==> config.mk <==
export PLATFORM = sky130hd
export DESIGN_NAME = pmfm_ctrl
export DESIGN_NICKNAME = d
export VERILOG_FILES = /design/src/pmfm_ctrl.v
export VERILOG_INCLUDE_DIRS = /design/src
export SDC_FILE = /design/constraint.sdc
export NUM_CORES = 1
export LEC_CHECK = 0
export BUFFER_PORTS_ARGS = -buffer_cell sky130_fd_sc_hd__buf_2
export CAP_MARGIN = 10
export CORE_MARGIN = 10
export CORE_UTILIZATION = 53
export CTS_BUF_LIST = sky130_fd_sc_hd__clkbuf_8
export DETAILED_ROUTE_END_ITERATION = 8
export HOLD_SLACK_MARGIN = 0.08
export PLACE_DENSITY = 0.76
export SYNTH_ARGS = -nofsm -noshare
export SYNTH_HDL_FRONTEND = slang
export SYNTH_SLANG_ARGS = --single-unit
==> constraint.sdc <==
create_clock -name i_clk -period 2.3 [get_ports i_clk]
set_clock_uncertainty 0.1 [all_clocks]
set_input_delay 0.46 -clock i_clk [delete_from_list [all_inputs] [get_ports i_clk]]
set_output_delay 0.46 -clock i_clk [all_outputs]
set_load 0.005 [all_outputs]
==> src/pmfm_regs.vh <==
// What this block does
// - Fiber bit set by signal detect high at reset release, or by software writing one.
// - Far-end fault pattern is 84 ones then one zero.
// - Each far-end fault burst sends the whole pattern at least three times.
// - Fault code only with fiber, enable set, signal lost or PLL unlocked, no loopback.
// - Fiber with degraded signal detect blocks received data and drops link.
// - Partner remote fault sets partner-ability and status remote-fault bits.
// - Advertisement remote-fault bit is only written and read back by software; no local fault sets it.
// - Drive-strength bit raises MII receive, collision, carrier and transmit clock drive.
// - Registers are 16 bits, numbered 0 to 31.
// - Port disable pin high refuses accesses; configuration pins take control.
// - Port disable pin low accepts reads and writes; configuration pins ignored.
// - Straps sampled at reset for forced mode, else negotiate or parallel detect.
// - Negotiating partner is met with fast link pulse bursts.
// - Non-negotiating partner: link pulses give 10 Mbps, idle symbols 100 Mbps.
// - 100 Mbps twisted pair sends MLT3 continuously, idle symbols outside frames.
// - 10 Mbps uses Manchester, idle line between frames, periodic link pulses.
// - MII speed follows the resolved link speed.
// - Receive decoder follows the selected line mode.
// - Only accesses carrying the strapped five-bit device address are answered.
`ifndef PMFM_REGS_VH
`define PMFM_REGS_VH
`define PMFM_REG_CTRL 5'h00
`define PMFM_REG_STAT 5'h01
`define PMFM_REG_ADV 5'h04
`define PMFM_REG_LPA 5'h05
`define PMFM_REG_CFG 5'h10
`define PMFM_REG_STAT2 5'h11
`define PMFM_REG_DRV 5'h1a
`define PMFM_CTRL_RESET 15
`define PMFM_CTRL_LOOP 14
`define PMFM_CTRL_SPEED 13
`define PMFM_CTRL_AN_EN 12
`define PMFM_CTRL_AN_RESTART 9
`define PMFM_CTRL_DUPLEX 8
`define PMFM_STAT_AN_DONE 5
`define PMFM_STAT_RFAULT 4
`define PMFM_STAT_LINK 2
`define PMFM_ADV_RFAULT 13
`define PMFM_ADV_100 8
`define PMFM_CFG_FIBER 0
`define PMFM_CFG_FAR_END_FAULT_PATTERN_EN 2
`define PMFM_DRV_HIGH 11
`define PMFM_ADV_RESET 16'h01e1
`define PMFM_STAT_FIXED 16'h7809
`define PMFM_FAR_END_FAULT_PATTERN_ONES 7'h54
`define PMFM_FAR_END_FAULT_PATTERN_REPS 2'h3
`define PMFM_CLK_KHZ 10000
`define PMFM_NLP_PERIOD_US 16000
`define PMFM_NLP_CYCLES (`PMFM_NLP_PERIOD_US * `PMFM_CLK_KHZ / 1000)
`endif

==> src/pmfm_ctrl.v <==
`timescale 1ns/10ps
`include "pmfm_regs.vh"
module pmfm_ctrl #(
  parameter NLP_CYCLES = `PMFM_NLP_CYCLES
)
(
  input wire i_clk,
  input wire i_arst_n,
  input wire [4:0] i_addr,
  input wire [4:0] i_phy_addr,
  input wire [15:0] i_wdata,
  input wire i_wr,
  input wire i_rd,
  output reg [15:0] o_rdata,
  output reg o_rdata_oe,
  input wire i_mgmt_port_disable_pin,
  input wire [4:0] i_phy_addr_strap,
  input wire [2:0] i_cfg_pins,
  input wire i_signal_detect_input,
  input wire i_rx_pll_lock,
  input wire i_link_clk,
  input wire i_lp_link_pulse,
  input wire i_lp_idle_symbols,
  input wire i_lp_page_valid,
  input wire [15:0] i_lp_page,
  input wire i_tx_en,
  output reg [1:0] o_line_mode,
  output reg o_mii_speed100,
  output reg o_full_duplex,
  output reg o_link_up,
  output reg o_flp_tx,
  output reg o_idle_symbols_tx,
  output reg o_line_idle,
  output reg o_link_pulse,
  output reg o_fiber_rx_block,
  output reg o_far_end_fault_pattern_active,
  output reg o_far_end_fault_pattern_bit,
  output reg o_mii_drive_high
);

  // Line modes: 0 = 10BASE-T, 1 = 100BASE-TX, 2 = 100BASE-FX
  localparam [1:0] MODE_10T = 2'h0;
  localparam [1:0] MODE_100TX = 2'h1;
  localparam [1:0] MODE_100FX = 2'h2;
  localparam [5:0] S_INIT = 6'h01;
  localparam [5:0] S_NEG = 6'h02;
  localparam [5:0] S_FORCED = 6'h04;
  localparam [5:0] S_LINK10 = 6'h08;
  localparam [5:0] S_LINK100 = 6'h10;
  localparam [5:0] S_FIBER = 6'h20;
  localparam [17:0] NLP_LAST = NLP_CYCLES[17:0] - 18'h00001;

  ////////////////////////////////////////////////////////////////////////////
  // Pin synchronisers: first stage feeds only the second
  reg [9:0] sync1;
  reg [9:0] sync2;
  wire [9:0] pin_raw;
  assign pin_raw = {i_tx_en, i_lp_page_valid, i_lp_idle_symbols, i_lp_link_pulse, i_link_clk,
    i_rx_pll_lock, i_signal_detect_input, i_cfg_pins[2], i_cfg_pins[1], i_cfg_pins[0]};
  always @(posedge i_clk or negedge i_arst_n)
  begin
    if (!i_arst_n)
    begin
      sync1 <= 10'h000;
      sync2 <= 10'h000;
    end
    else
    begin
      sync1 <= pin_raw;
      sync2 <= sync1;
    end
  end
  reg dis1;
  reg dis2;
  always @(posedge i_clk or negedge i_arst_n)
  begin
    if (!i_arst_n)
    begin
      dis1 <= 1'b1;
      dis2 <= 1'b1;
    end
    else
    begin
      dis1 <= i_mgmt_port_disable_pin;
      dis2 <= dis1;
    end
  end
  wire [2:0] cfg_s = sync2[2:0];
  wire sd_ok = sync2[3];
  wire pll_ok = sync2[4];
  wire lclk_s = sync2[5];
  wire lp_pulse = sync2[6];
  wire lp_idle = sync2[7];
  wire page_v = sync2[8];
  wire tx_en_s = sync2[9];
  reg lclk_d;
  reg page_v_d;
  wire lclk_rise = lclk_s & ~lclk_d;
  wire page_take = page_v & ~page_v_d;

  ////////////////////////////////////////////////////////////////////////////
  // Strap capture on the third clock edge after release, once the synchronisers hold pin values
  reg [1:0] boot_cnt;
  reg straps_done;
  reg [2:0] strap_cfg;
  reg strap_fiber;
  reg [4:0] strap_addr;
  wire strap_now = ~straps_done & (boot_cnt == 2'h2);
  always @(posedge i_clk or negedge i_arst_n)
  begin
    if (!i_arst_n)
    begin
      boot_cnt <= 2'h0;
      straps_done <= 1'b0;
      strap_cfg <= 3'h0;
      strap_fiber <= 1'b0;
      strap_addr <= 5'h00;
    end
    else if (!straps_done)
    begin
      boot_cnt <= boot_cnt + 2'h1;
      if (strap_now)
      begin
        straps_done <= 1'b1;
        strap_cfg <= cfg_s;
        strap_fiber <= sd_ok;
        strap_addr <= i_phy_addr_strap;
      end
    end
  end

  ////////////////////////////////////////////////////////////////////////////
  // Register port
  reg loopback;
  reg ctl_speed;
  reg ctl_an_en;
  reg ctl_duplex;
  reg an_restart;
  reg [15:0] adv;
  reg [15:0] lp_ability;
  reg rfault;
  reg fiber;
  reg far_end_fault_pattern_en;
  reg drv_high;
  reg an_done;
  reg [5:0] state;
  reg [5:0] next_state;
  // Pin disable refuses access entirely; device address must match the strap
  wire acc_ok = ~dis2 & straps_done & (i_phy_addr == strap_addr);
  wire wr_ok = i_wr & acc_ok;
  wire rd_ok = i_rd & acc_ok;
  wire rd_stat = rd_ok & (i_addr == `PMFM_REG_STAT);
  wire soft_rst = wr_ok & (i_addr == `PMFM_REG_CTRL) & i_wdata[`PMFM_CTRL_RESET];
  wire rf_set = page_take & (state == S_NEG) & i_lp_page[`PMFM_ADV_RFAULT];
  always @(posedge i_clk or negedge i_arst_n)
  begin
    if (!i_arst_n)
    begin
      loopback <= 1'b0;
      ctl_speed <= 1'b0;
      ctl_an_en <= 1'b0;
      ctl_duplex <= 1'b0;
      an_restart <= 1'b0;
      adv <= `PMFM_ADV_RESET;
      fiber <= 1'b0;
      far_end_fault_pattern_en <= 1'b0;
      drv_high <= 1'b0;
      rfault <= 1'b0;
    end
    else
    begin
      an_restart <= 1'b0;
      if (strap_now)
      begin
        ctl_an_en <= cfg_s[2];
        ctl_speed <= cfg_s[1];
        ctl_duplex <= cfg_s[0];
        fiber <= sd_ok;
      end
      else if (soft_rst)
      begin
        // Soft reset returns to the values caught at the last hardware reset
        ctl_an_en <= strap_cfg[2];
        ctl_speed <= strap_cfg[1];
        ctl_duplex <= strap_cfg[0];
        fiber <= strap_fiber;
        loopback <= 1'b0;
        an_restart <= 1'b1;
      end
      else if (wr_ok)
      begin
        case (i_addr)
          `PMFM_REG_CTRL:
          begin
            loopback <= i_wdata[`PMFM_CTRL_LOOP];
            ctl_speed <= i_wdata[`PMFM_CTRL_SPEED];
            ctl_an_en <= i_wdata[`PMFM_CTRL_AN_EN];
            ctl_duplex <= i_wdata[`PMFM_CTRL_DUPLEX];
            an_restart <= i_wdata[`PMFM_CTRL_AN_RESTART];
          end
          `PMFM_REG_ADV: adv <= i_wdata;
          `PMFM_REG_CFG:
          begin
            fiber <= i_wdata[`PMFM_CFG_FIBER];
            far_end_fault_pattern_en <= i_wdata[`PMFM_CFG_FAR_END_FAULT_PATTERN_EN];
          end
          `PMFM_REG_DRV: drv_high <= i_wdata[`PMFM_DRV_HIGH];
          default: adv <= adv;
        endcase
      end
      // Latched until status is read; a new fault in the read cycle wins
      if (rf_set)
        rfault <= 1'b1;
      else if (rd_stat)
        rfault <= 1'b0;
    end
  end

  // Read answer stands for one cycle; undriven when refused
  always @(posedge i_clk or negedge i_arst_n)
  begin
    if (!i_arst_n)
    begin
      o_rdata <= 16'h0000;
      o_rdata_oe <= 1'b0;
    end
    else
    begin
      o_rdata_oe <= rd_ok;
      o_rdata <= 16'h0000;
      if (rd_ok)
      begin
        case (i_addr)
          `PMFM_REG_CTRL: o_rdata <= {1'b0, loopback, ctl_speed, ctl_an_en, 3'h0,
            ctl_duplex, 8'h00};
          `PMFM_REG_STAT: o_rdata <= `PMFM_STAT_FIXED | {10'h000, an_done, rfault, 1'b0,
            o_link_up, 2'h0};
          `PMFM_REG_ADV: o_rdata <= adv;
          `PMFM_REG_LPA: o_rdata <= lp_ability;
          `PMFM_REG_CFG: o_rdata <= {13'h0000, far_end_fault_pattern_en, 1'b0, fiber};
          `PMFM_REG_STAT2: o_rdata <= {1'b0, o_mii_speed100, 3'h0, o_link_up,
            o_full_duplex, 1'b0, an_done, 5'h00, o_line_mode};
          `PMFM_REG_DRV: o_rdata <= {4'h0, drv_high, 11'h000};
          default: o_rdata <= 16'h0000;
        endcase
      end
    end
  end

  ////////////////////////////////////////////////////////////////////////////
  // Operating mode resolution
  // Pins rule while management is disabled, registers otherwise
  wire eff_an = dis2 ? strap_cfg[2] : ctl_an_en;
  wire eff_speed = dis2 ? strap_cfg[1] : ctl_speed;
  wire eff_duplex = dis2 ? strap_cfg[0] : ctl_duplex;
  wire eff_fiber = dis2 ? strap_fiber : fiber;
  wire fx_link = sd_ok & pll_ok;
  reg res_speed;
  reg res_duplex;
  reg next_speed;
  reg next_duplex;
  always @*
  begin
    next_state = state;
    next_speed = res_speed;
    next_duplex = res_duplex;
    case (state)
      S_INIT:
        if (straps_done)
          next_state = eff_fiber ? S_FIBER : (eff_an ? S_NEG : S_FORCED);
      S_NEG:
        if (page_take)
        begin
          next_speed = adv[`PMFM_ADV_100] & i_lp_page[`PMFM_ADV_100];
          next_duplex = adv[6 + {2'h0, next_speed} + {2'h0, next_speed}]
            & i_lp_page[6 + {2'h0, next_speed} + {2'h0, next_speed}];
          next_state = next_speed ? S_LINK100 : S_LINK10;
        end
        else if (lp_idle)
        begin
          next_speed = 1'b1;
          next_duplex = 1'b0;
          next_state = S_LINK100;
        end
        else if (lp_pulse)
        begin
          next_speed = 1'b0;
          next_duplex = 1'b0;
          next_state = S_LINK10;
        end
      S_FORCED:
      begin
        next_speed = eff_speed;
        next_duplex = eff_duplex;
        next_state = eff_speed ? S_LINK100 : S_LINK10;
      end
      S_LINK10:
        if (!lp_pulse)
          next_state = S_INIT;
      S_LINK100:
        if (!lp_idle)
          next_state = S_INIT;
      S_FIBER:
      begin
        next_speed = 1'b1;
        next_duplex = eff_duplex;
      end
      default: next_state = S_INIT;
    endcase
    // Fiber mode changes and restarts always begin again from strap resolution
    if (an_restart || (state != S_INIT && (eff_fiber != (state == S_FIBER))))
      next_state = S_INIT;
  end

  always @(posedge i_clk or negedge i_arst_n)
  begin
    if (!i_arst_n)
    begin
      state <= S_INIT;
      res_speed <= 1'b0;
      res_duplex <= 1'b0;
      an_done <= 1'b0;
      lp_ability <= 16'h0000;
      lclk_d <= 1'b0;
      page_v_d <= 1'b0;
    end
    else
    begin
      state <= next_state;
      res_speed <= next_speed;
      res_duplex <= next_duplex;
      lclk_d <= lclk_s;
      page_v_d <= page_v;
      if (next_state == S_NEG || next_state == S_INIT)
        an_done <= 1'b0;
      else if (state == S_NEG)
        an_done <= 1'b1;
      if (state == S_NEG && page_take)
        lp_ability <= i_lp_page;
    end
  end

  ////////////////////////////////////////////////////////////////////////////
  // Normal link pulse timer for 10 Mbps
  reg [17:0] nlp_cnt;
  always @(posedge i_clk or negedge i_arst_n)
  begin
    if (!i_arst_n)
      nlp_cnt <= 18'h00000;
    else if (state != S_LINK10 || nlp_cnt == NLP_LAST)
      nlp_cnt <= 18'h00000;
    else
      nlp_cnt <= nlp_cnt + 18'h00001;
  end

  ////////////////////////////////////////////////////////////////////////////
  // Far-end fault generator, one bit per link clock rising edge
  reg [6:0] far_end_fault_pattern_bit;
  reg [1:0] far_end_fault_pattern_reps;
  wire far_end_fault_pattern_cond = eff_fiber & far_end_fault_pattern_en & (~sd_ok | ~pll_ok) & ~loopback;
  wire far_end_fault_pattern_last = (far_end_fault_pattern_bit == `PMFM_FAR_END_FAULT_PATTERN_ONES);
  always @(posedge i_clk or negedge i_arst_n)
  begin
    if (!i_arst_n)
    begin
      far_end_fault_pattern_bit <= 7'h00;
      far_end_fault_pattern_reps <= 2'h0;
      o_far_end_fault_pattern_active <= 1'b0;
      o_far_end_fault_pattern_bit <= 1'b0;
    end
    else if (lclk_rise)
    begin
      if (!o_far_end_fault_pattern_active)
      begin
        if (far_end_fault_pattern_cond)
        begin
          o_far_end_fault_pattern_active <= 1'b1;
          o_far_end_fault_pattern_bit <= 1'b1;
          far_end_fault_pattern_bit <= 7'h00;
          far_end_fault_pattern_reps <= 2'h0;
        end
      end
      else if (far_end_fault_pattern_last)
      begin
        // Stop only at a pattern boundary after the third copy
        if (far_end_fault_pattern_reps != 2'h3)
          far_end_fault_pattern_reps <= far_end_fault_pattern_reps + 2'h1;
        if ((far_end_fault_pattern_reps + 2'h1 >= `PMFM_FAR_END_FAULT_PATTERN_REPS || far_end_fault_pattern_reps == 2'h3) && !far_end_fault_pattern_cond)
        begin
          o_far_end_fault_pattern_active <= 1'b0;
          o_far_end_fault_pattern_bit <= 1'b0;
        end
        else
          o_far_end_fault_pattern_bit <= 1'b1;
        far_end_fault_pattern_bit <= 7'h00;
      end
      else
      begin
        far_end_fault_pattern_bit <= far_end_fault_pattern_bit + 7'h01;
        o_far_end_fault_pattern_bit <= (far_end_fault_pattern_bit + 7'h01 != `PMFM_FAR_END_FAULT_PATTERN_ONES);
      end
    end
  end

  ////////////////////////////////////////////////////////////////////////////
  // Registered line and MII controls
  always @(posedge i_clk or negedge i_arst_n)
  begin
    if (!i_arst_n)
    begin
      o_line_mode <= MODE_10T;
      o_mii_speed100 <= 1'b0;
      o_full_duplex <= 1'b0;
      o_link_up <= 1'b0;
      o_flp_tx <= 1'b0;
      o_idle_symbols_tx <= 1'b0;
      o_line_idle <= 1'b1;
      o_link_pulse <= 1'b0;
      o_fiber_rx_block <= 1'b0;
      o_mii_drive_high <= 1'b0;
    end
    else
    begin
      o_line_mode <= (state == S_FIBER) ? MODE_100FX : (res_speed ? MODE_100TX : MODE_10T);
      // Fiber is always 100 Mbps, so speed never trails the fiber link indication
      o_mii_speed100 <= res_speed | (state == S_FIBER);
      o_full_duplex <= res_duplex;
      o_link_up <= (state == S_FIBER) ? fx_link : (state == S_LINK10 || state == S_LINK100);
      o_flp_tx <= (state == S_NEG);
      o_idle_symbols_tx <= (state == S_LINK100) & ~tx_en_s;
      o_line_idle <= (state != S_LINK100) & (state != S_FIBER) & ~tx_en_s;
      o_link_pulse <= (state == S_LINK10) & (nlp_cnt == NLP_LAST) & ~tx_en_s;
      o_fiber_rx_block <= (state == S_FIBER) & ~sd_ok;
      o_mii_drive_high <= drv_high;
    end
  end

endmodule // pmfm_ctrl

==> impl_metrics.yaml <==
critical_path:
  critPathBufInv: 1
  crit_family: "simple AND/OR/NAND/NOR gates"
  slowest_delay_ns: 0.53
  start_kind: "flop"
  crit_path_end_kind: "flop"
  crit_slowest_cell: "dfrtp_1"
  critPathKind: "flop to flop"
  crit_fanout: 9
  required_ns: 2.54
  cp_cell_sequence: "nor4_4 -> nand3b_4 -> clkinv_4 -> xnor2_1 -> a221o_1 -> nor3_2"
  critPathArrivalTime_ns: 2.35
sta:
  hold_violations: 0
  max_freq_ghz: 0.475
  max-slew-margin-rel: 0.627
  fin_tns_setup_ns: 0
  rsz0062_at_grt: "false"
  setup_viol: 0
  worst_pin_slew_ns: 0.558
  period_minus_slack_ns: 2.11
  finalCritPeriodShare: 0.916
  drv_slew: 0
  setup_ws_ns: 0.194
routing:
  wl_um: 14300
  ant_nets: 0
  viasPerCell: 5.57
  drtIter0Drc: 483
  vias: 4582
  routedWlPerCell_um: 17.4
  firstDrtPassIters: 5
  drc: 0
global_route:
  grt_pass1_vias: 4719
  grt_max_degree: 54
  track_usage: 0.178
  grt_antenna_before_repair: 0
  overflow: 0
  grt_pass1_wl_um: 23600
floorplanning:
  initial_core_util: 0.548
  boundaryPins: 92
  coreArea_um2: 11500
  chipHeight_um: 129
  fp-row-count: 39
  dieArea_um2: 16700
  die_x_um: 129
final_layout:
  fillCellCount: 898
  final_area_um2: 7510
  final_net_count: 736
  synthToLayoutAreaGrowth_pct: 19.0
  drive_gt1_frac: 0.300
  seqCellArea_um2: 3590
  insertedDiodeCount: 0
  final_cells: 822
  multi_input_area_um2: 2550
power:
  p_int_uw: 4170
  p_seq_frac: 0.528
  peakVddDrop_mv: 0.404
  pwr-share-clk: 0.314
  p_comb_frac: 0.158
  p_sw_uw: 1520
  pwr_density_cell_nw_per_um2: 758
  sw_frac_of_total: 0.267
  power.leakage_uw: 0.00349
placement:
  port_buffers: 91
  dp.cells: 779
  pre_cts_ws_ns: 0.0855
  gp_congestion: 0.884
  postPlaceCellArea_um2: 7030
  place_hpwl_um: 10600
clocking:
  clk_pin_slew_worst_paths_ns: 0.08
  clockRootBuffer: "clkbuf_8"
  htreeDepth: 4
  clock_sinks: 143
  cts_tree: "built"
  postCtsSetupBuffers: 0
  clkLatencyLatePin_ns: 0.44
  cts_made_buffers: 17
  cts_buffer_depth: 2
synthesis:
  synth_top_area_frac: 0.531
  avgSynthCellArea_um2: 11.5
  synth_common_cells: "134 x dfrtp_1, 60 x nor2_1, 44 x mux2_2"
  synthTopCellsByArea: "dfrtp_1 53%, mux2_2 7.9%, dfstp_2 3.7%"
  yosys.area.top_type: "dfrtp_1"
  syn_nets: 618
  synth_edf_count: 0
  synth_seq_cells: 143
  synthArstFlopShare: 1.00
  synthCells: 549
  yosysMostFrequentCell: "dfrtp_1"
  synth_ff_type: "dfrtp_1"
  netlist_area_um2: 6310
  yosys_warnings: 0
  synthDistinctLibCells: 64
  seq_area_frac_synth: 0.569
status:
  status: "completed"
run:
  maxCapViolCount: 0
hold_path:
  hp-class: "input port to flop"
## layout make-up
type,instances,share of cell area
clock inverter,11,0.0108
sequential,143,0.478
inverter,15,0.00816
timing repair buffer,123,0.102
tap,143,0.0238
clock buffer,20,0.0366
multi-input combinational,367,0.340
## stage by stage
| step | hold slack (ns) | total power (uW) | util |
|---|---|---|---|
| floorplan | 0.0644 | 3590 | - |
| global placement | 0.233 | 3890 | 0.611 |
| detailed placement | 0.236 | 3940 | 0.611 |
| CTS | 0.119 | 5760 | 0.652 |
| global route | 0.126 | 5990 | 0.652 |
| finish | 0.149 | 5690 | 0.652 |
## worst paths after layout
path / from / end / slack, ns / depth (start not counted)
worst min-delay path: i_lp_page[12] / lp_ability[12]$_DFFE_PN0P_ / 0.15 / 2
worst max-delay path: state[3]$_DFF_PN0_ / state[2]$_DFF_PN0_ / 0.19 / 6
max in group asynchronous: i_arst_n / dis1$_DFF_PN1_ / 1.01 / 3
worst min register to register: sync1[0]$_DFF_PN0_ / sync2[0]$_DFF_PN0_ / 0.25 / 0
min in group asynchronous: i_arst_n / nlp_cnt[10]$_DFF_PN0_ / 0.45 / 2
worst max register to register: state[3]$_DFF_PN0_ / state[2]$_DFF_PN0_ / 0.19 / 6
## power groups by stage
stage / Clock (uW) / Combinational (uW) / Sequential [uW]
finish: 1790 / 902 / 3000
global route: 1950 / 1010 / 3040
CTS: 1840 / 908 / 3000
detailed placement: 0 / 889 / 3050
global placement: 0 / 856 / 3030
floorplan: 0 / 643 / 2950
## layer usage
metal / routed length [um] / GRT usage / vias up
met1: 6310 / 0.232 / 2229
li1: - / - / 2167
met4: 352 / 0.0816 / 0
met2: 6740 / 0.274 / 153
met5: 0 / 0 / -
met3: 922 / 0.0481 / 33
## worst register-to-register path: stages (launching register included)
cell	delay, ns
dfrtp_1	0.53
nor4_4	0.37
nand3b_4	0.17
clkinv_4	0.10
xnor2_1	0.07
a221o_1	0.44
nor3_2	0.24
## cell families (layout without fill, tap and decap cells)
group,Yosys count,in the layout,share of synthesized area
buffers and inverters,39,169,0.0262
flip-flops,143,143,0.569
XOR/XNOR,28,28,0.0389
multiplexers,62,62,0.107
adder cells (fa/ha/maj),7,7,0.0139
AND/OR/NAND/NOR,186,186,0.162
AO/OA/AOI/OAI,84,84,0.0833
## state kept, by name, indices dropped and copies added (netlist names), 2 cells and up
signal                      flops
adv                            16
boot_cnt                        2
far_end_fault_pattern_bit       7
far_end_fault_pattern_reps      2
lp_ability                     16
nlp_cnt                        18
o_line_mode                     2
o_rdata                        16
state                           6
strap_addr                      5
strap_cfg                       3
sync1                          10
sync2                          10
## layout by cell type (no fill, tap or decap), types with 4 or more instances in the layout
cell type	count
xnor2_1	17
clkbuf_8	20
nand4_1	8
and3_1	6
a21oi_1	21
nor3_1	16
ha_1	7
o21ai_0	26
buf_4	17
dfstp_2	9
and2_1	6
a211oi_1	4
nor2b_1	6
nand2b_1	7
xor2_1	11
nor2_1	60
buf_2	90
inv_1	18
nand3b_1	8
mux2_2	44
mux2i_1	17
o22ai_1	4
dfrtp_1	134
dlygate4sd3_1	12
nand3_1	17
nor4_1	5
nand2_1	26
## repair_timing
item / in CTS / in global routing
resized for setup: 0 / 0
hold endpoints to repair: 59 / 0
hold buffers: 12 / 0
Power figures use the tool's default switching activity.
